<file path="src/verilog/xabd_consts.vh">
// constants for the arithmetic/bit-op decode and timing block
`ifndef XABD_CONSTS_VH
`define XABD_CONSTS_VH
`define XABD_OP_DAA_ADD 8'h37
`define XABD_OP_DAA_SUB 8'h3f
`define XABD_OP_DIV_ADJ 8'hd5
`define XABD_OP_MUL_ADJ 8'hd4
`define XABD_OP_BASE10 8'h0a
`define XABD_OP_PRIV 8'h63
`define XABD_OP_BOUND 8'h62
`define XABD_OP_ESC 8'h0f
`define XABD_OP_SCANF 8'hbc
`define XABD_OP_SCANR 8'hbd
`define XABD_OP_BTGRP 8'hba
`define XABD_OP_BTREG 8'ha3
`define XABD_OP_BTCREG 8'hbb
`define XABD_OP_SWAPHI 5'h19
`define XABD_OP_GRP8 6'h20
`define XABD_REG_ADC 3'h2
`define XABD_REG_ADD 3'h0
`define XABD_REG_AND 3'h4
`define XABD_REG_BT 3'h4
`define XABD_REG_BTC 3'h7
`define XABD_LAT_ADJ 5'h07
`define XABD_LAT_MULMIN 5'h0d
`define XABD_LAT_MULMAX 5'h15
`define XABD_LAT_ALU 5'h01
`define XABD_LAT_PRIV 5'h09
`define XABD_LAT_BNDIN 5'h0b
`define XABD_LAT_BNDOUT 5'h14
`define XABD_LAT_SCAN 5'h03
`define XABD_LAT_SWAP 5'h04
`define XABD_LAT_BTI 5'h02
`define XABD_LAT_BTCI 5'h03
`define XABD_LAT_BTRR 5'h05
`define XABD_LAT_BTRM 5'h06
`define XABD_ADD_MISS2X 5'h02
`define XABD_ADD_MISS3X 5'h04
`define XABD_ADD_TWOREG 5'h01
`define XABD_VEC_BOUND 8'h05
`define XABD_CLS_NONE 4'h0
`define XABD_CLS_ADJ 4'h1
`define XABD_CLS_MULADJ 4'h2
`define XABD_CLS_ADC 4'h3
`define XABD_CLS_ADD 4'h4
`define XABD_CLS_AND 4'h5
`define XABD_CLS_PRIV 4'h6
`define XABD_CLS_BOUND 4'h7
`define XABD_CLS_SCAN 4'h8
`define XABD_CLS_SWAP 4'h9
`define XABD_CLS_BT 4'ha
`define XABD_CLS_BTC 4'hb
`endif

</file>
<file path="src/verilog/xabd_decode_timing.v">
// decode and cycle timing for adjust, add, logic, bound, scan, swap and bit-test ops
//
// What this block does
// RL1 - opcode 37 decodes as add adjust, 7 clocks any mode
// RL2 - opcode 3f decodes as subtract adjust, 7 clocks any mode
// RL3 - bytes d5 0a decode as divide adjust, 7 clocks
// RL4 - bytes d4 0a decode as multiply adjust, 13 to 21 clocks by data
// RL5 - add-with-carry in five forms incl. group 8x reg 010, 1 clock
// RL6 - add in five forms incl. group 8x reg 000, 1 clock
// RL7 - and in five forms, group reg 100, clears overflow and carry
// RL8 - opcode 63 privilege adjust, 9 clocks, protected mode only, sets zero
// RL9 - opcode 62 bound: 11 in range, 20 and vector 5 when out
// RL10 - 0f bc / 0f bd scans take 3 clocks and update zero
// RL11 - bit test: immediate 2 clocks, register form 5 or 6, carry gets bit
// RL12 - test-complement: immediate 3 clocks, register form 5 or 6
// RL13 - uncached memory adds 2 clocks at 2x, 4 clocks at 3x
// RL14 - two-register effective address adds one clock
// RL15 - 0f c8+r swaps the bytes of a register in 4 clocks, flags kept
`timescale 1ns/10ps
`include "xabd_consts.vh"
module xabd_decode_timing #(
  parameter CLK_RATIO3X = 0
) (
  input wire clk,
  input wire resetn,
  input wire start,
  input wire [7:0] opByte0,
  input wire [7:0] opByte1,
  input wire [7:0] opByte2,
  input wire protMode,
  input wire memMiss,
  input wire twoRegEa,
  input wire boundOut,
  input wire [3:0] mulExtra,
  input wire [31:0] swapIn,
  output wire busy,
  output reg done,
  output reg [3:0] opClass,
  output reg [4:0] latency,
  output reg [5:0] flagWrMask,
  output reg [5:0] flagClrMask,
  output reg [5:0] flagUndefMask,
  output reg illegal,
  output reg raiseInt,
  output reg [7:0] intVector,
  output reg [2:0] regNum,
  output reg [31:0] swapOut
);
  // flag bit order: overflow, sign, zero, aux carry, parity, carry
  // ------------------------------------------------------------
  // reset release
  // ------------------------------------------------------------
  reg rstMeta_reg;
  reg rstSync_reg;
  always @(posedge clk or negedge resetn) begin
    if (!resetn) begin
      rstMeta_reg <= 1'b0;
      rstSync_reg <= 1'b0;
    end else begin
      rstMeta_reg <= 1'b1;
      rstSync_reg <= rstMeta_reg;
    end
  end
  wire rstn = rstSync_reg;
  // ------------------------------------------------------------
  // decode
  // ------------------------------------------------------------
  wire [2:0] b1Reg = opByte1[5:3];
  wire [2:0] b2Reg = opByte2[5:3];
  wire b1IsMem = (opByte1[7:6] != 2'b11);
  wire b2IsMem = (opByte2[7:6] != 2'b11);
  reg [3:0] cls;
  reg [4:0] base;
  reg usesMem;
  reg bad;
  reg [5:0] fw;
  reg [5:0] fc;
  reg [5:0] fu;
  always @* begin
    cls = `XABD_CLS_NONE;
    base = `XABD_LAT_ALU;
    usesMem = 1'b0;
    bad = 1'b0;
    fw = 6'h00;
    fc = 6'h00;
    fu = 6'h00;
    if (opByte0 == `XABD_OP_DAA_ADD || opByte0 == `XABD_OP_DAA_SUB) begin
      cls = `XABD_CLS_ADJ; // see RL1 see RL2
      base = `XABD_LAT_ADJ;
      fw = 6'h05;
      fu = 6'h3a;
    end else if (opByte0 == `XABD_OP_DIV_ADJ && opByte1 == `XABD_OP_BASE10) begin
      cls = `XABD_CLS_ADJ; // see RL3
      base = `XABD_LAT_ADJ;
      fw = 6'h1a;
      fu = 6'h25;
    end else if (opByte0 == `XABD_OP_MUL_ADJ && opByte1 == `XABD_OP_BASE10) begin
      cls = `XABD_CLS_MULADJ; // see RL4
      base = (mulExtra > 4'h8) ? `XABD_LAT_MULMAX : (`XABD_LAT_MULMIN + {1'b0, mulExtra});
      fw = 6'h1a;
      fu = 6'h25;
    end else if (opByte0[7:6] == 2'b00 && opByte0[5:4] != 2'b11 && opByte0[3] == 1'b0) begin
      // rows 0x, 1x, 2x: only xx0-xx5 taken, xx6/xx7 belong to other ops
      if (opByte0[2:1] == 2'b11) begin
        bad = 1'b1;
      end else begin
        cls = (opByte0[5:4] == 2'h0) ? `XABD_CLS_ADD : // see RL6
              (opByte0[5:4] == 2'h1) ? `XABD_CLS_ADC : `XABD_CLS_AND; // see RL5 see RL7
        // accumulator forms carry an immediate, not an address byte
        usesMem = b1IsMem && !opByte0[2];
      end
    end else if (opByte0[7:2] == `XABD_OP_GRP8) begin
      usesMem = b1IsMem;
      if (b1Reg == `XABD_REG_ADD) cls = `XABD_CLS_ADD; // see RL6
      else if (b1Reg == `XABD_REG_ADC) cls = `XABD_CLS_ADC; // see RL5
      else if (b1Reg == `XABD_REG_AND) cls = `XABD_CLS_AND; // see RL7
      else bad = 1'b1;
    end else if (opByte0 == `XABD_OP_PRIV) begin
      cls = `XABD_CLS_PRIV; // see RL8
      base = `XABD_LAT_PRIV;
      usesMem = b1IsMem;
      fw = 6'h08;
      bad = !protMode;
    end else if (opByte0 == `XABD_OP_BOUND) begin
      cls = `XABD_CLS_BOUND; // see RL9
      base = boundOut ? `XABD_LAT_BNDOUT : `XABD_LAT_BNDIN;
      usesMem = 1'b1;
    end else if (opByte0 == `XABD_OP_ESC) begin
      if (opByte1 == `XABD_OP_SCANF || opByte1 == `XABD_OP_SCANR) begin
        cls = `XABD_CLS_SCAN; // see RL10
        base = `XABD_LAT_SCAN;
        usesMem = b2IsMem;
        fw = 6'h08;
      end else if (opByte1[7:3] == `XABD_OP_SWAPHI) begin
        cls = `XABD_CLS_SWAP; // see RL15
        base = `XABD_LAT_SWAP;
      end else if (opByte1 == `XABD_OP_BTGRP && b2Reg == `XABD_REG_BT) begin
        cls = `XABD_CLS_BT; // see RL11
        base = `XABD_LAT_BTI;
        usesMem = b2IsMem;
        fw = 6'h01;
      end else if (opByte1 == `XABD_OP_BTGRP && b2Reg == `XABD_REG_BTC) begin
        cls = `XABD_CLS_BTC; // see RL12
        base = `XABD_LAT_BTCI;
        usesMem = b2IsMem;
        fw = 6'h01;
      end else if (opByte1 == `XABD_OP_BTREG || opByte1 == `XABD_OP_BTCREG) begin
        cls = (opByte1 == `XABD_OP_BTREG) ? `XABD_CLS_BT : `XABD_CLS_BTC; // see RL11 see RL12
        base = b2IsMem ? `XABD_LAT_BTRM : `XABD_LAT_BTRR;
        usesMem = b2IsMem;
        fw = 6'h01;
      end else begin
        bad = 1'b1;
      end
    end else begin
      bad = 1'b1;
    end
    if (cls == `XABD_CLS_ADD || cls == `XABD_CLS_ADC) begin
      fw = 6'h3f;
    end else if (cls == `XABD_CLS_AND) begin
      fw = 6'h1a; // see RL7
      fc = 6'h21;
      fu = 6'h04;
    end
    if (bad) begin
      cls = `XABD_CLS_NONE;
      fw = 6'h00;
      fc = 6'h00;
      fu = 6'h00;
    end
  end
  // extra cycles: a miss or a two-register address adds to the listed time
  wire [4:0] missAdd = (CLK_RATIO3X != 0) ? `XABD_ADD_MISS3X : `XABD_ADD_MISS2X;
  wire [4:0] addMiss = (usesMem && memMiss) ? missAdd : 5'h00; // see RL13
  wire [4:0] addEa = (usesMem && twoRegEa) ? `XABD_ADD_TWOREG : 5'h00; // see RL14
  wire [4:0] total = base + addMiss + addEa;
  // ------------------------------------------------------------
  // execution timer
  // ------------------------------------------------------------
  reg [4:0] count_reg;
  reg running_reg;
  assign busy = running_reg;
  wire accept = start && !running_reg;
  always @(posedge clk or negedge rstn) begin
    if (!rstn) begin
      count_reg <= 5'h00;
      running_reg <= 1'b0;
      done <= 1'b0;
      opClass <= `XABD_CLS_NONE;
      latency <= 5'h00;
      flagWrMask <= 6'h00;
      flagClrMask <= 6'h00;
      flagUndefMask <= 6'h00;
      illegal <= 1'b0;
      raiseInt <= 1'b0;
      intVector <= 8'h00;
      regNum <= 3'h0;
      swapOut <= 32'h00000000;
    end else begin
      done <= 1'b0;
      raiseInt <= 1'b0;
      if (accept) begin
        opClass <= cls;
        latency <= bad ? 5'h01 : total;
        flagWrMask <= fw;
        flagClrMask <= fc;
        flagUndefMask <= fu;
        illegal <= bad;
        regNum <= opByte1[2:0];
        if (cls == `XABD_CLS_SWAP) begin
          swapOut <= {swapIn[7:0], swapIn[15:8], swapIn[23:16], swapIn[31:24]}; // see RL15
        end
        intVector <= (cls == `XABD_CLS_BOUND && boundOut) ? `XABD_VEC_BOUND : 8'h00;
        count_reg <= (bad ? 5'h01 : total) - 5'h01;
        if (bad || total == 5'h01) begin
          done <= 1'b1;
          raiseInt <= 1'b0;
        end else begin
          running_reg <= 1'b1;
        end
      end else if (running_reg) begin
        count_reg <= count_reg - 5'h01;
        if (count_reg == 5'h01) begin
          running_reg <= 1'b0;
          done <= 1'b1;
          raiseInt <= (intVector == `XABD_VEC_BOUND); // see RL9
        end
      end
    end
  end
endmodule

</file>
<file path="config.mk">
export PLATFORM = sky130hd
export DESIGN_NAME = xabd_decode_timing
export DESIGN_NICKNAME = d
export VERILOG_FILES = /design/src/verilog/xabd_decode_timing.v
export VERILOG_INCLUDE_DIRS = /design/src /design/src/verilog
export SDC_FILE = /design/constraint.sdc
export NUM_CORES = 1
export LEC_CHECK = 0
export BUFFER_PORTS_ARGS = -buffer_cell sky130_fd_sc_hd__buf_4
export CAP_MARGIN = 15
export CORE_UTILIZATION = 50
export CTS_CLUSTER_SIZE = 10
export DETAILED_ROUTE_END_ITERATION = 16
export GPL_TIMING_DRIVEN = 0
export PLACE_DENSITY = 0.91
export SLEW_MARGIN = 20
export SYNTH_ARGS = -nofsm -noshare
export SYNTH_HDL_FRONTEND = slang
export SYNTH_SLANG_ARGS = --single-unit
export TNS_END_PERCENT = 1
</file>
<file path="constraint.sdc">
create_clock -name clk -period 2.5 [get_ports clk]
set_input_delay 0.5 -clock clk [delete_from_list [all_inputs] [get_ports clk]]
set_output_delay 0.5 -clock clk [all_outputs]
set_load 0.01 [all_outputs]
</file>
==> results.toml <==
[yosys]
synth_cell_types = 65
syn_avg_cell_area_um2 = 10.1
synthFlopType = "dfrtp_1"
synthArstFlopShare_pct = 100
synth_top_family_by_area = "simple AND/OR/NAND/NOR gates"
syn_area_mm2 = 0.00375
synthSimpleGateAreaFrac_pct = 19.2
yosysWarnings = 0
ys_seq_area_share_pct = 44.0
synth_compound_area_share_pct = 14.2
synthAdderAreaFrac_pct = 2.87
synth-edff-count = 0
ys_seq_elements = 66
synth_mux_area_share_pct = 10.4
syn_inst = 372
synthXorXnorAreaFrac_pct = 2.57

[worst_setup_path]
regToRegStartpoint = "busy"
end_kind = "flip-flop"
critPathKind = "in2reg"
crit_path_start_kind = "primary input"
reg2reg_depth = 6
regToRegEndpoint = "latency[1]"
crit_path_max_incr_delay_ns = 0.47
cp_max_fo = 4
regToRegSetupSlack_ns = 0.48
crit_chain = "buf_8 -> nand4b_1 -> or3_4 -> a211oi_4 -> o21ai_1 -> nand3_1 -> and3_1 -> o22ai_2 -> nor2_1 -> ha_2 -> fa_2 -> nand2_2 -> ha_4 -> a21bo_4 -> o211a_1 -> nor3_2"
cp_data_required_time_ns = 2.76
critPathArrivalTime_ns = 3.55
slowest_stage = "fa_2"

[timing]
holdWs_ns = 0.212
hold_violations = 0
fin_ws_ns = -0.792
finalCritPeriodShare_pct = 132
maxSlewViolCount = 0
rsz0062_at_grt = "yes"
period_minus_slack_ns = 3.29
skew_ns = 0.00676
setup_violations = 42
max_freq_mhz = 304
max_slew_margin_pct = 57.3
max_slew.worst_pin.slew_ns = 0.635

[power]
seqPwrFrac_pct = 43.5
switching_share_pct = 31.1
total_power_w = 0.00293
p_clk_share_pct = 30.1
irDropWorstVdd_uv = 293
switchingPower_w = 0.000913
p_comb_share_pct = 26.4
power.internal_w = 0.00202
power_leakage_nw = 2.67
powerDensity_mw_per_mm2 = 553

[layout]
top_register = "swapOut"
layout-drive-gt1-share_pct = 44.8
stdcell_count = 632
syn2layout_area_growth_pct = 41.4
nets = 603
n_antenna_cell = 0
largest_reg_flops = 32

[cts]
cts_buffer_depth = 2
numCtsBuffers = 9
clk_pin_slew_ns = 0.07
clk_latency_ns = 0.33
htreeDepth = 3
cts_sinks = 66
clock-root-buffer = "clkbuf_8"
cts_tree = "done"

[placement]
dp_slack_ns = -1.34
dp.cells = 604
dpl.hpwl_mm = 7.85
routabilityCongestion = 0.874
io_buffers = 123

[run]
maxCapViolCount = 0

[route]
viasPerCell = 5.47
routed_wl_mm = 10.6
wl_met2_mm = 5.38
drt-met1-wl_mm = 4.05
drc = 0
first_pass_iters = 4
ant_nets = 0
dr_wl_met3_um = 884
vias = 3458
routedWlPerCell_um = 16.7
drt_iter0_markers = 168
top_layer_used = "met4"

[global_route]
antenna_found_initial = 0
grt_remaining_overflow = 0
grt_max_degree = 45
grt_pass1_vias = 3369
track_usage_pct = 27.6
grt_pass1_wl_mm = 16.2

[floorplan]
dieArea_mm2 = 0.00785
die_w_um = 88.6
core-area_mm2 = 0.00725
initial_core_util_pct = 51.7
io_pins = 141
fp-row-count = 31
die_h_um = 88.6

[run_status]
outcome = "finished, violations left"
violations = "setup timing"

[min_path]
hold_class = "reg2async"
-- worst max-delay path by stage --
stage | cells after the start | endpoint | from
2_1_floorplan | 16 | count_reg[4] | opByte1[4]
3_3_place_gp | 16 | count_reg[4] | opByte1[0]
3_5_place_dp | 16 | count_reg[4] | opByte1[2]
4_1_cts | 16 | count_reg[4] | opByte1[6]
5_1_grt | 16 | count_reg[4] | opByte1[6]
6_report | 16 | count_reg[4] | opByte1[6]
-- area by class of cell --
cell class	count	area (um2)
fillers	495	1950
clock inverters	5	55.1
clock buffers	11	141
repair buffers	136	1050
multi-input cells	273	2000
plain buffers	31	235
inverters	11	41.3
well taps	99	124
flip-flops and latches	66	1660
-- critical path, delay by kind of cell --
| kind | cells | cell delay [ns] |
|---|---|---|
| AOI/OAI and AO/OA | 5 | 0.87 |
| and+or+nand+nor | 7 | 1.25 |
| buffers and inverters | 1 | 0.10 |
| adders and majority gates | 3 | 0.81 |
-- per-stage QoR --
stage	utilization (%)	setup TNS [ns]	cell area, um2
after detailed placement	67.4	-30.02	4890
after CTS	72.6	-11.21	5270
after floorplan	-	-11.46	3820
after global placement	67.1	-30.26	4870
after global routing	73.1	-16.30	5300
final	73.1	-11.73	5300
-- power groups by stage --
stage / combinational [W] / sequential (W) / clock (W)
5_1_grt: 0.000857 / 0.00129 / 0.000929
6_report: 0.000773 / 0.00128 / 0.000882
3_3_place_gp: 0.000673 / 0.00129 / 0
4_1_cts: 0.000750 / 0.00127 / 0.000889
3_5_place_dp: 0.000720 / 0.00128 / 0
2_1_floorplan: 0.000369 / 0.00132 / 0
-- routing by layer --
metal / vias up / track usage (%)
li1: 1618 / -
met1: 1648 / 31.1
met2: 168 / 51.1
met3: 24 / 5.69
met4: 0 / 10.1
met5: - / 0
-- Yosys cell counts, types with 3 or more instances --
| library cell | instances | area share (%) |
|---|---|---|
| a211oi_1 | 3 | 0.60 |
| a21o_1 | 3 | 0.60 |
| a21oi_1 | 12 | 1.6 |
| a31oi_1 | 3 | 0.50 |
| and3_1 | 4 | 0.67 |
| and4bb_2 | 3 | 1.0 |
| buf_2 | 6 | 0.80 |
| buf_4 | 15 | 3.0 |
| buf_6 | 3 | 0.90 |
| clkbuf_1 | 6 | 0.60 |
| dfrtp_1 | 66 | 44 |
| ha_1 | 7 | 2.3 |
| inv_1 | 11 | 1.1 |
| mux2_1 | 3 | 0.90 |
| mux2_2 | 30 | 9.0 |
| nand2_1 | 55 | 5.5 |
| nand2b_1 | 5 | 0.83 |
| nand3_1 | 8 | 1.1 |
| nand4_1 | 7 | 1.2 |
| nand4b_1 | 4 | 0.93 |
| nor2_1 | 20 | 2.0 |
| nor2b_1 | 3 | 0.50 |
| nor3_1 | 6 | 0.80 |
| nor4_1 | 3 | 0.50 |
| o21ai_0 | 26 | 3.5 |
| xnor2_1 | 7 | 1.6 |
| xor2_1 | 4 | 0.93 |
-- layout by cell type, fill, tap and decap left out, types with 4 or more instances in the layout --
cell / instances
a21oi_1: 12
and3_1: 4
buf_4: 147
buf_6: 6
clkbuf_1: 7
clkbuf_8: 11
conb_1: 11
dfrtp_1: 65
ha_1: 5
inv_1: 11
mux2_2: 30
nand2_1: 54
nand2b_1: 4
nand3_1: 6
nand4_1: 7
nand4b_1: 4
nor2_1: 18
nor3_1: 5
o21ai_0: 22
o21ai_1: 5
xnor2_1: 5
-- timing repair --
item                                   CTS  global route
buffers inserted                        10             1
pin swaps                               16             4
hold buffers                             1             0
gates cloned                             0             0
endpoints found under the hold margin    2             0
gates resized for setup                 20             7
setup endpoints to repair               44            50
-- cell families (layout without fill, tap and decap cells) --
logic type,after synthesis,after routing
compound gates,75,75
fa+ha+maj,8,8
flops,66,66
other cells,2,11
xor+xnor,11,11
mux,35,35
simple gates,133,133
buf+inv,42,194
(Power assumes the default switching activity.)
